## config.mk

```make
export PLATFORM = sky130hd
export DESIGN_NAME = rrer_framer
export DESIGN_NICKNAME = d
export VERILOG_FILES = /design/src/rrer_pkg.sv /design/src/rrer_framer.sv
export SDC_FILE = /design/constraint.sdc
export NUM_CORES = 1
export LEC_CHECK = 0
export BUFFER_PORTS_ARGS = -buffer_cell sky130_fd_sc_hd__buf_2
export CAP_MARGIN = 20
export CELL_PAD_IN_SITES_DETAIL_PLACEMENT = 0
export CELL_PAD_IN_SITES_GLOBAL_PLACEMENT = 1
export CORE_UTILIZATION = 30
export CTS_CLUSTER_SIZE = 8
export DETAILED_ROUTE_END_ITERATION = 8
export GPL_TIMING_DRIVEN = 0
export PLACE_DENSITY_LB_ADDON = 0.1
export SLEW_MARGIN = 30
export SYNTH_ARGS = -nofsm -noshare
export SYNTH_HDL_FRONTEND = slang
export SYNTH_SLANG_ARGS = --single-unit
```

## constraint.sdc

```tcl
create_clock -name mclk_i -period 7.04 [get_ports mclk_i]
set_input_delay 1.76 -clock mclk_i [delete_from_list [all_inputs] [get_ports mclk_i]]
set_output_delay 1.76 -clock mclk_i [all_outputs]
set_load 0.005 [all_outputs]
```

## src/rrer_pkg.sv

```systemverilog
// Shared constants for the read response and error report framer
package rrer_pkg;
	// Packet type codes sent toward the host
	localparam logic [5:0] TYPE_ACK_ERR = 6'h02;
	localparam logic [5:0] TYPE_GSHORT1 = 6'h11;
	localparam logic [5:0] TYPE_GSHORT2 = 6'h12;
	localparam logic [5:0] TYPE_GLONG = 6'h1A;
	localparam logic [5:0] TYPE_PLONG = 6'h1C;
	localparam logic [5:0] TYPE_PSHORT1 = 6'h21;
	localparam logic [5:0] TYPE_PSHORT2 = 6'h22;
	localparam logic [1:0] REPORT_TAG = 2'b00;
	localparam logic [7:0] FILL_BYTE = 8'h00;
	localparam logic [15:0] CSUM_OFF = 16'h0000;
	localparam logic [15:0] CRC_INIT = 16'hFFFF;
	localparam logic [15:0] CRC_POLY = 16'h8408;
	// Error flag positions
	localparam int ERR_START = 0;
	localparam int ERR_START_SYNC = 1;
	localparam int ERR_ECC1 = 8;
	localparam int ERR_ECC2 = 9;
	localparam int ERR_TYPE = 11;
	localparam int ERR_PROTO = 15;
	// Header code parity masks, one per ECC bit
	localparam logic [23:0] ECC_M0 = 24'hF1_2CB7;
	localparam logic [23:0] ECC_M1 = 24'hF2_555B;
	localparam logic [23:0] ECC_M2 = 24'h74_A96D;
	localparam logic [23:0] ECC_M3 = 24'hB8_E38E;
	localparam logic [23:0] ECC_M4 = 24'hDF_03F0;
	localparam logic [23:0] ECC_M5 = 24'hEF_FC00;
	// Register byte offsets
	localparam logic [4:0] REG_CTRL = 5'h00;
	localparam logic [4:0] REG_FLAGS = 5'h04;
	localparam logic [4:0] REG_IRQ_STS = 5'h08;
	localparam logic [4:0] REG_IRQ_CLR = 5'h0C;
	localparam logic [4:0] REG_IRQ_ENA = 5'h10;
	// Reset values and interrupt bits
	localparam logic CTRL_CSUM_RST = 1'b1;
	localparam logic [2:0] IRQ_ENA_RST = 3'h0;
	localparam int IRQ_REPORT = 0;
	localparam int IRQ_READ = 1;
	localparam int IRQ_WITHHELD = 2;
	localparam int IRQ_W = 3;
endpackage : rrer_pkg
```

## src/rrer_framer.sv

```systemverilog
// Reverse-direction packet framer: read responses and error reports
`timescale 1ns/100ps
module rrer_framer
	import rrer_pkg::*;
(
	// Clock and reset
	input wire logic mclk_i,
	input wire logic rstn_i,
	// Link pins
	input wire logic link_clk_i,
	input wire logic turnaround_i,
	output logic [7:0] tx_data_o,
	output logic tx_valid_o,
	output logic tx_end_o,
	output logic ack_trig_o,
	// Receiver side error events and transmission end
	input wire logic [15:0] err_i,
	input wire logic rx_end_i,
	output logic drop_o,
	// Pending read request and its data
	input wire logic req_valid_i,
	input wire logic req_panel_i,
	input wire logic req_long_i,
	input wire logic [15:0] req_len_i,
	input wire logic [15:0] req_data_i,
	input wire logic [1:0] req_tag_i,
	input wire logic [7:0] rd_data_i,
	output logic rd_take_o,
	output logic req_done_o,
	// Avalon-MM slave
	input wire logic [4:0] avs_address_i,
	input wire logic avs_read_i,
	input wire logic avs_write_i,
	input wire logic [31:0] avs_writedata_i,
	input wire logic [3:0] avs_byteenable_i,
	output logic [31:0] avs_readdata_o,
	output logic avs_waitrequest_o,
	output logic irq_o
);
	import rrer_pkg::*;

	typedef enum logic [1:0] {ST_IDLE, ST_HDR, ST_DATA, ST_SUM} rrer_st_t;

	function automatic logic [7:0] hdr_ecc(input logic [23:0] h);
		hdr_ecc = {2'b00, ^(h & ECC_M5), ^(h & ECC_M4), ^(h & ECC_M3),
			^(h & ECC_M2), ^(h & ECC_M1), ^(h & ECC_M0)};
	endfunction : hdr_ecc

	function automatic logic [31:0] mk_hdr(input logic [1:0] tag, input logic [5:0] ptype,
		input logic [7:0] b1, input logic [7:0] b2);
		logic [23:0] h;
		h = {b2, b1, tag, ptype};
		mk_hdr = {hdr_ecc(h), h};
	endfunction : mk_hdr

	function automatic logic [15:0] crc_upd(input logic [15:0] c, input logic [7:0] b);
		logic [15:0] r;
		r = c;
		for (int i = 0; i < 8; i++) begin
			r = (r[0] ^ b[i]) ? ((r >> 1) ^ CRC_POLY) : (r >> 1);
		end
		crc_upd = r;
	endfunction : crc_upd

	////////////////////////////////////////////////////////////////
	// Pin synchronisers and edge finding
	logic [2:0] lclk_s;
	logic [2:0] turn_s;
	logic tick;
	logic turn_rise;

	always_ff @(posedge mclk_i or negedge rstn_i) begin
		if (!rstn_i) begin
			lclk_s <= 3'b000;
			turn_s <= 3'b000;
		end else begin
			lclk_s <= {lclk_s[1:0], link_clk_i};
			turn_s <= {turn_s[1:0], turnaround_i};
		end
	end

	assign tick = lclk_s[1] & ~lclk_s[2];
	assign turn_rise = turn_s[1] & ~turn_s[2];

	////////////////////////////////////////////////////////////////
	// Framer state machine
	rrer_st_t st;
	logic [31:0] hdr;
	logic [15:0] idx;
	logic [15:0] len;
	logic [15:0] crc;
	logic [15:0] flags;
	logic [15:0] snap;
	logic cur_rep;
	logic need_rep;
	logic is_long;
	logic csum_en;
	logic clr_q;
	logic bad_req;
	logic [5:0] rd_type;
	logic [31:0] rd_hdr;
	logic [31:0] rep_hdr;
	logic [15:0] csum;
	logic pkt_end;
	logic [IRQ_W-1:0] evt;

	// Request may be corrupt: its header may name the wrong thing
	assign bad_req = flags[ERR_START] | flags[ERR_START_SYNC] | flags[ERR_ECC2];

	always_comb begin
		if (req_long_i) begin
			rd_type = req_panel_i ? TYPE_PLONG : TYPE_GLONG;
		end else if (req_panel_i) begin
			rd_type = req_len_i[1] ? TYPE_PSHORT2 : TYPE_PSHORT1;
		end else begin
			rd_type = req_len_i[1] ? TYPE_GSHORT2 : TYPE_GSHORT1;
		end
	end

	assign rd_hdr = req_long_i ? mk_hdr(req_tag_i, rd_type, req_len_i[7:0], req_len_i[15:8])
		: mk_hdr(req_tag_i, rd_type, req_data_i[7:0],
		req_len_i[1] ? req_data_i[15:8] : FILL_BYTE);
	assign rep_hdr = mk_hdr(REPORT_TAG, TYPE_ACK_ERR, flags[7:0], flags[15:8]);
	assign csum = csum_en ? crc : CSUM_OFF;
	assign pkt_end = tick & (((st == ST_HDR) & (idx == 16'd3) & (cur_rep | ~is_long))
		| ((st == ST_SUM) & (idx == 16'd1)));

	always_ff @(posedge mclk_i or negedge rstn_i) begin
		if (!rstn_i) begin
			st <= ST_IDLE;
			hdr <= '0;
			idx <= '0;
			len <= '0;
			crc <= CRC_INIT;
			snap <= '0;
			cur_rep <= 1'b0;
			need_rep <= 1'b0;
			is_long <= 1'b0;
			clr_q <= 1'b0;
			tx_data_o <= '0;
			tx_valid_o <= 1'b0;
			tx_end_o <= 1'b0;
			ack_trig_o <= 1'b0;
			rd_take_o <= 1'b0;
			req_done_o <= 1'b0;
			evt <= '0;
		end else begin
			tx_valid_o <= 1'b0;
			tx_end_o <= 1'b0;
			ack_trig_o <= 1'b0;
			rd_take_o <= 1'b0;
			req_done_o <= 1'b0;
			clr_q <= 1'b0;
			evt <= '0;
			case (st)
				ST_IDLE: begin
					idx <= '0;
					crc <= CRC_INIT;
					if (turn_rise) begin
						if (req_valid_i & ~bad_req) begin
							hdr <= rd_hdr;
							len <= req_len_i;
							is_long <= req_long_i;
							cur_rep <= 1'b0;
							need_rep <= |flags;
							st <= ST_HDR;
						end else if (|flags) begin
							// Withheld request is consumed; report alone
							hdr <= rep_hdr;
							snap <= flags;
							cur_rep <= 1'b1;
							need_rep <= 1'b0;
							req_done_o <= req_valid_i;
							evt[IRQ_WITHHELD] <= req_valid_i;
							st <= ST_HDR;
						end else begin
							ack_trig_o <= 1'b1;
						end
					end
				end
				ST_HDR: begin
					if (tick) begin
						tx_data_o <= hdr[8*idx[1:0] +: 8];
						tx_valid_o <= 1'b1;
						idx <= idx + 16'd1;
						if (idx == 16'd3 && is_long && !cur_rep) begin
							idx <= '0;
							st <= (len == 16'd0) ? ST_SUM : ST_DATA;
						end
					end
				end
				ST_DATA: begin
					if (tick) begin
						tx_data_o <= rd_data_i;
						tx_valid_o <= 1'b1;
						rd_take_o <= 1'b1;
						crc <= crc_upd(crc, rd_data_i);
						idx <= idx + 16'd1;
						if (idx == len - 16'd1) begin
							idx <= '0;
							st <= ST_SUM;
						end
					end
				end
				ST_SUM: begin
					if (tick) begin
						tx_data_o <= idx[0] ? csum[15:8] : csum[7:0];
						tx_valid_o <= 1'b1;
						idx <= idx + 16'd1;
					end
				end
				default: begin
					st <= ST_IDLE;
				end
			endcase
			if (pkt_end) begin
				idx <= '0;
				if (cur_rep) begin
					clr_q <= 1'b1;
					tx_end_o <= 1'b1;
					evt[IRQ_REPORT] <= 1'b1;
					st <= ST_IDLE;
				end else begin
					req_done_o <= 1'b1;
					evt[IRQ_READ] <= 1'b1;
					if (need_rep) begin
						// Report follows in the same reverse transmission
						hdr <= rep_hdr;
						snap <= flags;
						cur_rep <= 1'b1;
						need_rep <= 1'b0;
						st <= ST_HDR;
					end else begin
						tx_end_o <= 1'b1;
						st <= ST_IDLE;
					end
				end
			end
		end
	end

	////////////////////////////////////////////////////////////////
	// Error accumulation; a new event wins over the clear
	always_ff @(posedge mclk_i or negedge rstn_i) begin
		if (!rstn_i) begin
			flags <= '0;
		end else begin
			flags <= (flags & ~(clr_q ? snap : 16'h0000)) | err_i;
		end
	end

	// Packet boundaries are lost, so ignore input until the transmission ends
	always_ff @(posedge mclk_i or negedge rstn_i) begin
		if (!rstn_i) begin
			drop_o <= 1'b0;
		end else if (err_i[ERR_ECC2] | err_i[ERR_TYPE]) begin
			drop_o <= 1'b1;
		end else if (rx_end_i) begin
			drop_o <= 1'b0;
		end
	end

	////////////////////////////////////////////////////////////////
	// Register slave and interrupt
	logic bus_ack;
	logic [IRQ_W-1:0] irq_sts;
	logic [IRQ_W-1:0] irq_ena;
	logic wr_go;

	assign avs_waitrequest_o = (avs_read_i | avs_write_i) & ~bus_ack;
	assign wr_go = avs_write_i & bus_ack & avs_byteenable_i[0];
	assign irq_o = |(irq_sts & irq_ena);

	always_ff @(posedge mclk_i or negedge rstn_i) begin
		if (!rstn_i) begin
			bus_ack <= 1'b0;
			avs_readdata_o <= '0;
		end else begin
			bus_ack <= (avs_read_i | avs_write_i) & ~bus_ack;
			if (avs_read_i && !bus_ack) begin
				case (avs_address_i)
					REG_CTRL: avs_readdata_o <= {31'd0, csum_en};
					REG_FLAGS: avs_readdata_o <= {16'd0, flags};
					REG_IRQ_STS: avs_readdata_o <= {29'd0, irq_sts};
					REG_IRQ_ENA: avs_readdata_o <= {29'd0, irq_ena};
					default: avs_readdata_o <= '0;
				endcase
			end
		end
	end

	always_ff @(posedge mclk_i or negedge rstn_i) begin
		if (!rstn_i) begin
			csum_en <= CTRL_CSUM_RST;
			irq_ena <= IRQ_ENA_RST;
		end else if (wr_go && avs_address_i == REG_CTRL) begin
			csum_en <= avs_writedata_i[0];
		end else if (wr_go && avs_address_i == REG_IRQ_ENA) begin
			irq_ena <= avs_writedata_i[IRQ_W-1:0];
		end
	end

	always_ff @(posedge mclk_i or negedge rstn_i) begin
		if (!rstn_i) begin
			irq_sts <= '0;
		end else if (wr_go && avs_address_i == REG_IRQ_CLR) begin
			irq_sts <= (irq_sts & ~avs_writedata_i[IRQ_W-1:0]) | evt;
		end else begin
			irq_sts <= irq_sts | evt;
		end
	end

	////////////////////////////////////////////////////////////////
	// Checks
	a_report_type_tag: assert property (@(posedge mclk_i) disable iff (!rstn_i)
		(st == ST_HDR && cur_rep) |-> hdr[7:0] == {REPORT_TAG, TYPE_ACK_ERR})
		else $error("report header type or tag wrong");
	a_short_fill: assert property (@(posedge mclk_i) disable iff (!rstn_i)
		(st == ST_HDR && !cur_rep && (hdr[5:0] == TYPE_GSHORT1 || hdr[5:0] == TYPE_PSHORT1))
		|-> hdr[23:16] == FILL_BYTE)
		else $error("one-byte response high byte not zero");
	a_withhold_read: assert property (@(posedge mclk_i) disable iff (!rstn_i)
		(turn_rise && st == ST_IDLE && bad_req) |=> (st == ST_IDLE || cur_rep))
		else $error("read data sent for corrupt request");
	a_flags_kept: assert property (@(posedge mclk_i) disable iff (!rstn_i)
		!clr_q |=> (flags & $past(flags)) == $past(flags))
		else $error("error flag lost without report");
	a_clear_on_send: assert property (@(posedge mclk_i) disable iff (!rstn_i)
		clr_q |-> (tx_end_o && $past(cur_rep) && $past(st) == ST_HDR))
		else $error("flags cleared outside report end");
	a_header_ecc: assert property (@(posedge mclk_i) disable iff (!rstn_i)
		st == ST_HDR |-> hdr[31:24] == hdr_ecc(hdr[23:0]))
		else $error("header ECC mismatch");
	a_single_report: assert property (@(posedge mclk_i) disable iff (!rstn_i)
		(st != ST_IDLE && cur_rep) |-> !need_rep)
		else $error("second report queued");
	a_sum_zero: assert property (@(posedge mclk_i) disable iff (!rstn_i)
		(st == ST_SUM && tick && !csum_en) |=> (tx_valid_o && tx_data_o == 8'h00))
		else $error("checksum byte not zero when disabled");
	a_long_type: assert property (@(posedge mclk_i) disable iff (!rstn_i)
		(st == ST_DATA) |-> (hdr[5:0] == TYPE_GLONG || hdr[5:0] == TYPE_PLONG))
		else $error("long payload under short type");
	a_drop_set: assert property (@(posedge mclk_i) disable iff (!rstn_i)
		(err_i[ERR_ECC2] || err_i[ERR_TYPE]) |=> drop_o)
		else $error("transmission not dropped");
	a_report_follows: assert property (@(posedge mclk_i) disable iff (!rstn_i)
		(pkt_end && !cur_rep && need_rep) |=> (st == ST_HDR && cur_rep && !tx_end_o))
		else $error("report not chained after read");
endmodule : rrer_framer

```

==> results.toml <==
[synth]
async_flop_share = 1.00
yosysTopAreaCell = "dfrtp_1"
synth-seq-cells = 164
yosysTopAreaCellShare = 0.388
yosys_warnings = 0
ys.flop_type = "dfrtp_1"
ys_seq_area_frac = 0.435
yosysMostFrequentCell = "nand2_1"
syn-instance-count = 1002
avgSynthCellArea_um2 = 9.47
yosysUniqueCellTypes = 65
synth_common_cells = "182 x nand2_1, 147 x dfrtp_1, 93 x xnor2_1"
synth-edff-count = 0
syn_area_um2 = 9490
synth.area.top_cells = "dfrtp_1 39%, xnor2_1 8.6%, nand2_1 7.2%"

[critical_path]
crit_type = "input pin to primary output"
startpoint_type = "input pin"
crit_required_ns = 5.28
worstSetupEndpointType = "primary output"
cp_max_fo = 2
cp.buffers_inverters = 2
cpPeakStageDelay_ns = 0.14
cp.arrival_ns = 2.14
crit_chain = "buf_2 > nor2_1 > nor2_1 > buf_2"
critPathSlowestCell = "buf_2"
crit_family = "buffers and inverters"

[clocking]
post-cts-setup-buffers = 0
cts-root-buf = "clkbuf_16"
cts_resized = 0
clkLatencyLatePin_ns = 0.44
clkTransAtPathRegs_ns = 0.07
h-tree-depth = 4
clock-sinks = 164
cts_made_buffers = 17
cts_hold_buf = 0
cts_tree = "yes"
clock_path_buffers = 2

[power]
power.leakage_nw = 5.13
ir_drop_uv = 171
power-per-cell-area_nw_per_um2 = 320
p_total_w = 0.00361

[drt]
detail-route-antenna-nets = 0
drt_iter0_markers = 521
drc = 6
dr.pass1.iters = 9
finalWirelength_um = 29000
via_per_inst = 4.91
routedWlPerCell_um = 18.7
vias = 7624

[grt]
grt_pass1_vias = 7656
grt_overflow = 0
antenna_found_initial = 0
grt_max_degree = 80
grt_usage = 0.186
grt_pass1_wl_um = 46000

[run_status]
outcome = "finished with violations"
violations = "DRC"

[final_layout]
syn2layout_area_growth_pct = 18.9
fill_cells = 3177
drive_gt1_frac = 0.182
final_nets = 1268
antennaDiodeCount = 0
fin_util = 0.366

[timing]
slew_headroom = 0.408
timing.final.crit_share = 0.554
fin_worst_skew_ns = 0.0125
setup_tns_ns = 0
rsz0062_at_grt = "no"
fin_crit_ns = 3.90
slew_violations = 0
hold_slack_ns = 0.355
finalSetupViolations = 0
fmax_mhz = 256
worst_slew_pin_slew_ns = 0.888
hold_violations = 0

[die]
initial_core_util = 0.308
num_io_pins = 157
die_h_um = 180
coreArea_um2 = 30800
row_count = 64
die_w_um = 180
die-area_um2 = 32400

[placed_design]
place_hpwl_um = 22200
gp_congestion = 0.809
port_buffers = 106

[min_path]
min_path_type = "flip-flop to flip-flop"

[flow_run]
max_cap_violations = 0
==> kinds of logic (layout without fill, tap and decap cells) <==
kind of cell    after synthesis  count (layout)  share of synthesized area
simple gates                346             346                      0.169
compound gates              206             206                      0.147
flops                       164             164                      0.435
xor+xnor                    136             136                      0.136
buf+inv                     103             243                     0.0484
mux                          31              31                     0.0449
fa+ha+maj                    15              15                     0.0198
other cells                   1              16                   0.000395
==> through the flow <==
stage,setup WS [ns],cells,cell area (µm²)
5_1_grt,2.97,1553,11300
2_1_floorplan,3.37,1017,9550
6_report,3.14,1553,11300
4_1_cts,3.13,1553,11300
3_3_place_gp,1.37,1519,10600
3_5_place_dp,2.90,1521,10600
==> cell type report <==
class                      count  area [µm²]  area share
buffer                        69         332      0.0294
clock buffer                  19         453      0.0401
clock inverter                13         195      0.0173
inverter                      34         128      0.0113
multi-input combinational    750        4960       0.440
sequential                   164        4130       0.365
tap                          396         495      0.0439
timing repair buffer         108         596      0.0528
==> state kept, by name, summed over array words and instances (netlist names), 2 cells and up <==
name / count
hdr: 32
avs_readdata_o: 16
crc: 16
flags: 16
idx: 16
len: 16
snap: 16
tx_data_o: 8
irq_ena: 3
irq_sts: 3
lclk_s: 3
turn_s: 3
evt: 2
st: 2
==> report_power, final <==
group	leakage (nW)	switching (W)	internal [W]
logic	2.83	0.000706	0.000522
registers	1.98	0.000152	0.00118
clock network	0.313	0.000424	0.000621
total	5.13	0.00128	0.00233
==> worst reg2reg max path, delay by kind of cell (launching register included) <==
family | cells | cell delay [ns]
buffers and inverters | 4 | 1.47
AOI/OAI and AO/OA | 2 | 0.95
and+or+nand+nor | 4 | 0.58
DFF | 1 | 0.41
adders and majority gates | 1 | 0.22
==> cell usage in the layout, fill, tap and decap left out, drive strengths merged, types with 4 or more instances in the layout <==
cell type	synthesis	routed
a21o	24	24
a21oi	34	34
a222oi	12	12
a22oi	15	15
a32oi	4	4
and2	4	4
and3	12	12
buf	27	135
bufinv	0	4
clkbuf	42	61
conb	1	16
dfrtp	147	147
dfstp	17	17
ha	15	15
inv	34	39
mux2	13	13
mux2i	10	10
mux4	8	8
nand2	183	183
nand2b	5	5
nand3	11	11
nand3b	4	4
nand4	9	9
nor2	58	58
nor2b	4	4
nor3	14	14
nor3b	10	10
nor4	14	14
o21a	7	7
o21ai	59	59
o22a	5	5
o22ai	7	7
o311ai	8	8
o31ai	9	9
or2	6	6
xnor2	93	93
xnor3	7	7
xor2	36	36
==> final timing paths <==
| check | startpoint | to | slack [ns] | cells after the start |
|---|---|---|---|---|
| max reg2reg | idx[1]$_DFFE_PN0P_ | snap[13]$_DFF_PN0_ | 3.34 | 11 |
| min reg2reg | turn_s[0]$_DFF_PN0_ | turn_s[1]$_DFF_PN0_ | 0.36 | 0 |
| min | turn_s[0]$_DFF_PN0_ | turn_s[1]$_DFF_PN0_ | 0.36 | 0 |
| max in group asynchronous | rstn_i | flags[11]$_DFF_PN0_ | 4.82 | 3 |
| max | avs_read_i | avs_waitrequest_o | 3.14 | 4 |
| min in group asynchronous | rstn_i | idx[10]$_DFFE_PN0P_ | 1.21 | 1 |
==> per-layer routing <==
metal / up-vias / global-route usage / share of wire
met4: 0 / 0.0514 / 0.016
met3: 25 / 0.0300 / 0.033
met5: - / 0 / 0
met1: 3733 / 0.256 / 0.48
met2: 134 / 0.300 / 0.47
li1: 3732 / - / -
(Power assumes the default switching activity.)
